===== src/pkg/fme_pkg.sv =====
// Constants and types shared by the freefall/motion event detector
package fme_pkg;

  // Register offsets on the register port
  localparam logic [7:0] FME_ADDR_CFG = 8'h15;
  localparam logic [7:0] FME_ADDR_SRC = 8'h16;
  localparam logic [7:0] FME_ADDR_THS = 8'h17;
  localparam logic [7:0] FME_ADDR_CNT = 8'h18;

  // Configuration register fields
  localparam int FME_CFG_LATCH = 7;
  localparam int FME_CFG_OR_AND = 6;
  localparam int FME_CFG_EN_HI = 5;
  localparam int FME_CFG_EN_LO = 3;
  localparam logic [7:0] FME_CFG_WMASK = 8'hF8;

  // Threshold register fields
  localparam int FME_THS_CLR_MODE = 7;
  localparam int FME_THS_HI = 6;

  // Source register fields
  localparam int FME_SRC_ACTIVE = 7;

  // Reset values
  localparam logic [7:0] FME_CFG_RST = 8'h00;
  localparam logic [7:0] FME_THS_RST = 8'h00;
  localparam logic [7:0] FME_CNT_RST = 8'h00;
  localparam logic [5:0] FME_FLAGS_RST = 6'h00;
  localparam logic [7:0] FME_RDATA_RST = 8'h00;
  localparam logic [7:0] FME_ZERO8 = 8'h00;
  localparam logic [7:0] FME_ONE8 = 8'h01;
  localparam logic [2:0] FME_NO_AXES = 3'h0;

  // Threshold weight: 63 milli-g per count, 0..127 counts
  localparam int FME_THS_MILLI_G_PER_LSB = 63;

  // One signed acceleration sample per axis, one count equals one threshold step
  typedef struct packed {
    logic [7:0] z;
    logic [7:0] y;
    logic [7:0] x;
  } fme_accel_t;

  // Register port request
  typedef struct packed {
    logic       wr;
    logic       rd;
    logic [7:0] addr;
    logic [7:0] wdata;
  } fme_reg_req_t;

endpackage


===== src/rtl/fme_axis_cmp.sv =====
// Per-axis magnitude comparison against the threshold
`timescale 1ns/10ps
`default_nettype none
module fme_axis_cmp (
  input wire logic [7:0] sample_in,
  input wire logic [6:0] threshold_in,
  output logic high_g_out,
  output logic negative_out
);
  logic [7:0] magnitude;

  // Two's complement magnitude; the most negative code maps to 128
  assign magnitude = sample_in[7] ? 8'((~sample_in) + 8'h01) : sample_in;
  assign high_g_out = magnitude > {1'b0, threshold_in};
  assign negative_out = sample_in[7];
endmodule
`default_nettype wire


===== src/rtl/fme_detector.sv =====
// Freefall/motion event detector with debounce and source/config registers
`timescale 1ns/10ps
`default_nettype none
module fme_detector (
  input wire logic core_clk_in,
  input wire logic arst_n_in,
  input wire logic standby_in,
  input wire logic sample_valid_in,
  input wire fme_pkg::fme_accel_t accel_in,
  input wire fme_pkg::fme_reg_req_t reg_req_in,
  output logic [7:0] reg_rdata_out,
  output logic reg_rvalid_out,
  output logic event_active_out
);
  import fme_pkg::*;

  logic [7:0] event_config_register;
  logic [7:0] event_threshold_register;
  logic [7:0] event_debounce_count;
  logic [7:0] debounce_cnt;
  logic [7:0] next_debounce_cnt;
  logic [7:0] stepped_cnt;
  logic event_active_flag;
  logic next_event_active_flag;
  logic [5:0] axis_flags;
  logic [5:0] next_axis_flags;
  logic [5:0] live_flags;
  logic [2:0] axis_enable;
  logic [2:0] axis_high;
  logic [2:0] axis_neg;
  logic [2:0] enabled_high;
  logic event_latch_enable;
  logic or_and_select;
  logic debounce_clear_mode;
  logic detector_off;
  logic freefall_cond;
  logic motion_cond;
  logic cond;
  logic src_read;
  logic latched_read;
  logic event_set;
  logic event_lapse;
  logic [7:0] axis_samples [3];

  // Expands the three axis enables to the six bit positions of the flag pairs
  function automatic logic [5:0] pair_mask(input logic [2:0] en);
    pair_mask = {en[2], en[2], en[1], en[1], en[0], en[0]};
  endfunction

  // Source register image; flags of disabled axes read as zero
  function automatic logic [7:0] src_image(input logic active, input logic [5:0] flags,
                                           input logic [2:0] en);
    src_image = {active, 1'b0, flags & pair_mask(en)};
  endfunction

  assign event_latch_enable = event_config_register[FME_CFG_LATCH];
  assign or_and_select = event_config_register[FME_CFG_OR_AND];
  assign axis_enable = event_config_register[FME_CFG_EN_HI:FME_CFG_EN_LO];
  assign debounce_clear_mode = event_threshold_register[FME_THS_CLR_MODE];
  assign axis_samples[0] = accel_in.x;
  assign axis_samples[1] = accel_in.y;
  assign axis_samples[2] = accel_in.z;

  for (genvar i = 0; i < 3; i++) begin : g_axis
    fme_axis_cmp u_cmp (
      .sample_in(axis_samples[i]),
      .threshold_in(event_threshold_register[FME_THS_HI:0]),
      .high_g_out(axis_high[i]),
      .negative_out(axis_neg[i])
    );
  end

  assign enabled_high = axis_high & axis_enable;
  // all enables low disables the detector
  assign detector_off = standby_in || (axis_enable == FME_NO_AXES);
  // freefall: every enabled axis at or below threshold
  assign freefall_cond = (axis_enable != FME_NO_AXES) && (enabled_high == FME_NO_AXES);
  assign motion_cond = enabled_high != FME_NO_AXES;
  // select combines the axes by AND or OR
  assign cond = or_and_select ? motion_cond : freefall_cond;
  // live flags: high-g and its sign per axis
  assign live_flags = {enabled_high[2], enabled_high[2] & axis_neg[2],
                       enabled_high[1], enabled_high[1] & axis_neg[1],
                       enabled_high[0], enabled_high[0] & axis_neg[0]};

  assign src_read = reg_req_in.rd && (reg_req_in.addr == FME_ADDR_SRC);
  // only the latched modes give a source read a side effect
  assign latched_read = src_read && event_latch_enable;

  always_comb begin
    stepped_cnt = debounce_cnt;
    if (sample_valid_in) begin
      if (cond) begin
        if (debounce_cnt < event_debounce_count) begin
          stepped_cnt = 8'(debounce_cnt + FME_ONE8);
        end else begin
          stepped_cnt = event_debounce_count;
        end
      end else if (debounce_clear_mode) begin
        stepped_cnt = FME_ZERO8;
      end else if (debounce_cnt != FME_ZERO8) begin
        stepped_cnt = 8'(debounce_cnt - FME_ONE8);
      end
    end
  end

  // event only once the count is complete
  assign event_set = sample_valid_in && cond && (stepped_cnt >= event_debounce_count);
  // unlatched flag drops when the counter is back at zero
  assign event_lapse = sample_valid_in && !cond && (stepped_cnt == FME_ZERO8);

  always_comb begin
    next_debounce_cnt = stepped_cnt;
    if (detector_off) begin
      next_debounce_cnt = FME_ZERO8;
    // latched source read restarts the debounce
    end else if (latched_read && !event_set) begin
      next_debounce_cnt = FME_ZERO8;
    end
  end

  always_comb begin
    next_event_active_flag = event_active_flag;
    if (detector_off) begin
      next_event_active_flag = 1'b0;
    end else if (event_set) begin
      next_event_active_flag = 1'b1;
    // latched flag waits for the source read
    end else if (event_latch_enable) begin
      if (src_read) begin
        next_event_active_flag = 1'b0;
      end
    end else if (event_lapse) begin
      next_event_active_flag = 1'b0;
    end
  end

  always_comb begin
    next_axis_flags = axis_flags;
    if (standby_in) begin
      next_axis_flags = FME_FLAGS_RST;
    // latched motion read empties the source register
    end else if (latched_read && or_and_select && !event_set) begin
      next_axis_flags = FME_FLAGS_RST;
    // flags frozen while a latched event stands
    end else if (sample_valid_in && !(event_latch_enable && event_active_flag)) begin
      next_axis_flags = live_flags;
    end
  end

  always_ff @(posedge core_clk_in or negedge arst_n_in) begin
    if (!arst_n_in) begin
      debounce_cnt <= FME_CNT_RST;
    end else begin
      debounce_cnt <= next_debounce_cnt;
    end
  end

  always_ff @(posedge core_clk_in or negedge arst_n_in) begin
    if (!arst_n_in) begin
      event_active_flag <= 1'b0;
      event_active_out <= 1'b0;
    end else begin
      event_active_flag <= next_event_active_flag;
      event_active_out <= next_event_active_flag;
    end
  end

  always_ff @(posedge core_clk_in or negedge arst_n_in) begin
    if (!arst_n_in) begin
      axis_flags <= FME_FLAGS_RST;
    end else begin
      axis_flags <= next_axis_flags;
    end
  end

  // writable configuration, threshold and count registers
  always_ff @(posedge core_clk_in or negedge arst_n_in) begin
    if (!arst_n_in) begin
      event_config_register <= FME_CFG_RST;
      event_threshold_register <= FME_THS_RST;
      event_debounce_count <= FME_CNT_RST;
    end else if (reg_req_in.wr) begin
      case (reg_req_in.addr)
        FME_ADDR_CFG: event_config_register <= reg_req_in.wdata & FME_CFG_WMASK;
        FME_ADDR_THS: event_threshold_register <= reg_req_in.wdata;
        FME_ADDR_CNT: event_debounce_count <= reg_req_in.wdata;
        default: event_config_register <= event_config_register;
      endcase
    end
  end

  // read port; source register is read-only
  always_ff @(posedge core_clk_in or negedge arst_n_in) begin
    if (!arst_n_in) begin
      reg_rdata_out <= FME_RDATA_RST;
      reg_rvalid_out <= 1'b0;
    end else begin
      reg_rvalid_out <= reg_req_in.rd;
      if (reg_req_in.rd) begin
        case (reg_req_in.addr)
          FME_ADDR_CFG: reg_rdata_out <= event_config_register;
          FME_ADDR_SRC: reg_rdata_out <= src_image(event_active_flag, axis_flags, axis_enable);
          FME_ADDR_THS: reg_rdata_out <= event_threshold_register;
          FME_ADDR_CNT: reg_rdata_out <= event_debounce_count;
          default: reg_rdata_out <= FME_ZERO8;
        endcase
      end
    end
  end
endmodule
`default_nettype wire

===== config.mk =====
export PLATFORM = sky130hd
export DESIGN_NAME = fme_detector
export DESIGN_NICKNAME = d
export VERILOG_FILES = /design/src/pkg/fme_pkg.sv /design/src/rtl/fme_axis_cmp.sv /design/src/rtl/fme_detector.sv
export SDC_FILE = /design/constraint.sdc
export NUM_CORES = 1
export LEC_CHECK = 0
export BUFFER_PORTS_ARGS = -buffer_cell sky130_fd_sc_hd__buf_2
export CAP_MARGIN = 20
export CELL_PAD_IN_SITES_DETAIL_PLACEMENT = 0
export CELL_PAD_IN_SITES_GLOBAL_PLACEMENT = 1
export CORE_ASPECT_RATIO = 0.9
export CORE_MARGIN = 3
export CORE_UTILIZATION = 40
export DETAILED_ROUTE_END_ITERATION = 8
export PLACE_DENSITY_LB_ADDON = 0.08
export SYNTH_ARGS = -nofsm -noshare
export SYNTH_HDL_FRONTEND = slang
export SYNTH_SLANG_ARGS = --single-unit

===== constraint.sdc =====
create_clock -name core_clk_in -period 8.7 [get_ports core_clk_in]
set_input_delay 1.305 -clock core_clk_in [delete_from_list [all_inputs] [get_ports core_clk_in]]
set_output_delay 1.305 -clock core_clk_in [all_outputs]
set_load 0.005 [all_outputs]

==> flow_summary.ini <==
[grt]
grt_overflow = 0
antenna_found_initial = 0
grt_first_pass_wirelength_um = 17040
grt_max_degree = 46
first_global_vias = 3261
grt_use_total = 0.2005

[clock_network]
clockBufferDepth = 2
clkSlewWorstSetupHoldPaths_ps = 80
root_buffer = clkbuf_8
clock-sinks = 45
numCtsBuffers = 5
clk_latency_ps = 300
cts_hold_buf = 0
h-tree-depth = 2
cts_tree = built
postCtsSetupRepairBufs = 0
postCtsResizedCells = 0

[detailed_routing]
drtPass1Iterations = 4
routed-via-count = 3366
drt-initial-drc-count = 165
ant_nets = 0
routed_wirelength_um = 10350
wire_per_inst_um = 16.91
post-route-drc-count = 0
via_per_inst = 5.500

[timing]
maxSlewViolCount = 0
finClkSkew_ps = 8.395
fmax_ghz = 0.1800
timing.setup.tns_ps = 0
relSlewSlack = 0.5543
layout_min_cycle_time_ps = 5556
worst_slack_ps = 3144
fin_crit_sh = 0.6386
finalSetupViolations = 0
hold_violations = 0
rsz0062_at_grt = false
worst_pin_slew_ps = 668.6

[worst_setup_path]
path_buf_inv = 1
crit_path_max_fanout = 7
cp_top_family = compound AO/OA/AOI/OAI gates
worstSetupStartpointType = input pin
cpMostUsedCell = a21o_1
worst_setup_path_end_kind = register
cpPeakStageDelay_ps = 430
crit_chain = buf_2 -> or3_1 -> nor2_1 -> nand2_1 -> nand2_1 -> xnor2_1 -> ha_1 -> nand3_1 -> o221ai_1 -> a31oi_1 -> a21o_1 -> or3_1 -> o21ai_2 -> o21ai_0 -> a32oi_1 -> ha_1 -> a21o_1 -> a21o_1 -> a21oi_1 -> nor2b_1 -> o21ai_0 -> a2111o_1 -> a211o_1 -> nor2b_1
worstSetupPathType = input pin to register
required_ps = 8920
arrival_ps = 5780
critPathSlowestCell = or3_1

[synth]
synth-seq-cells = 45
syn_area_mm2 = 0.003859
synth_largest_area_cell = dfrtp_1
seq_area_frac_synth = 0.2918
syn-num-nets = 526
synthFlopType = dfrtp_1
synth_top_area_share = 0.2918
synthDistinctLibCells = 63
avgSynthCellArea_um2 = 8.810
synth-edff-count = 0
yosys_warnings = 0
ys_async_sr_fraction = 1.000
synth_area_leaders = dfrtp_1, ha_1, mux2_2
postSynthCellCount = 438

[cells_and_area]
drive_gt1_frac = 0.2061
n_fill_cell = 944
antennaDiodeCount = 0
area_growth_pct = 13.10
nets = 577

[power_and_ir_drop]
p_leak_nw = 2.034
p_per_area_mw_per_mm2 = 121.8
ir_drop_v = 0.00007718

[placement]
dp_slack_ps = 2828
hpwlAfterDp_um = 8509
portBuffers = 55
place.gp.congestion = 0.8302

[floorplanning]
ios = 56
die_h_um = 99.18
die_w_um = 109.5
num_rows = 33
die-area_mm2 = 0.01086
initial_core_util = 0.4172
core_area_mm2 = 0.009249

[job]
drv_cap = 0

[worst_hold_path]
hp-class = register to register

[run_status]
outcome = finished, final reports clean
-- cell usage in the layout, fill, tap and decap left out, drive strengths merged, types with 2 or more instances in the layout --
cell    Yosys  final
buf         4     56
dfrtp      45     45
nand2      44     44
ha         42     42
inv        33     33
nor2       33     33
a21oi      24     24
mux2       21     21
o21ai      18     18
xnor2      16     16
nand3      12     12
nor3       11     11
mux2i      10     10
nor2b      10     10
nand2b      9      9
o22ai       8      8
a21o        7      7
nand4       7      7
o31ai       7      7
and3        6      6
clkbuf      8      6
xor2        5      5
nor4        5      5
o211ai      4      4
a211o       4      4
a32o        4      4
or3         4      4
a211oi      4      4
o221ai      3      3
a31oi       3      3
or2         2      2
a22oi       2      2
a32oi       2      2
and3b       2      2
o31a        2      2
-- stage by stage --
step / utilization / instance area [µm²] / hold WS, ps / power (mW) / cells
CTS: 0.4697 / 4344 / 533.5 / 0.5367 / 611
finish: 0.4719 / 4364 / 528.6 / 0.5314 / 612
floorplan: - / 3859 / 479.4 / 0.3254 / 438
global route: 0.4719 / 4364 / 558.9 / 0.5662 / 612
global placement: 0.4567 / 4224 / 513.1 / 0.3682 / 603
detailed placement: 0.4567 / 4224 / 520.7 / 0.3705 / 603
-- final timing paths --
check | start | endpoint | slack, ps | depth (start not counted)
max in group asynchronous | arst_n_in | event_active_flag | 7450 | 2
min in group asynchronous | arst_n_in | event_threshold_register[6] | 820 | 1
hold / removal | axis_flags[0] | axis_flags[0] | 530 | 2
setup / recovery | accel_in[19] | debounce_cnt[6] | 3140 | 24
hold reg to reg | axis_flags[0] | axis_flags[0] | 530 | 2
setup reg to reg | event_threshold_register[1] | debounce_cnt[6] | 4390 | 19
-- cells by family after synthesis --
| family | share of synthesized area |
|---|---|
| flops | 0.2918 |
| compound gates | 0.1890 |
| xor+xnor | 0.04766 |
| simple gates | 0.1988 |
| buf+inv | 0.04929 |
| mux | 0.08723 |
| fa+ha+maj | 0.1362 |
-- metal layers --
metal  share of wire  routed length (µm)  GRT usage  vias to the layer above
li1                -                   -          -                     1697
met1            0.52                5394     0.3132                     1582
met2            0.43                4433     0.3008                       81
met3           0.040                 419    0.01817                        6
met4           0.010                 104    0.04027                        0
met5               0                   0          0                        -
-- layout make-up --
| type | instances | area, µm² | area share |
|---|---|---|---|
| well taps | 122 | 152.6 | 0.03498 |
| clock inverters | 2 | 37.54 | 0.008601 |
| multi-input cells | 347 | 2542 | 0.5826 |
| inverters | 34 | 127.6 | 0.02924 |
| flip-flops and latches | 45 | 1126 | 0.2580 |
| clock buffers | 6 | 82.58 | 0.01892 |
| repair buffers | 56 | 295.3 | 0.06766 |
-- where the power goes --
part	switching, mW	internal, mW
Sequential	0.00887	0.215
Clock	0.0712	0.0934
Combinational	0.0812	0.0621
Total	0.161	0.370
-- state kept, by name, indices dropped and copies added, names as in the netlist --
name / flops
event_threshold_register: 8
axis_flags: 6
event_config_register: 5
reg_rvalid_out: 1
reg_rdata_out: 8
event_active_flag: 1
event_debounce_count: 8
debounce_cnt: 8
-- tightest hold or removal path, cell delays in order (launching register included) --
cell,delay (ps)
dfrtp_1,390
nand2_1,60
a21oi_1,50
-- synthesized netlist by cell type, types with 5 or more instances --
cell type / count
clkbuf_1: 7
nand2b_1: 9
nor2b_1: 10
o31ai_1: 7
o21ai_0: 13
inv_1: 33
o22ai_1: 8
nand2_1: 44
nand4_1: 7
a21o_1: 7
nor3_1: 11
a21oi_1: 23
mux2i_1: 10
nand3_1: 12
and3_1: 6
ha_1: 42
nor2_1: 32
xnor2_1: 16
mux2_2: 21
xor2_1: 5
dfrtp_1: 45
(Power assumes the default switching activity.)
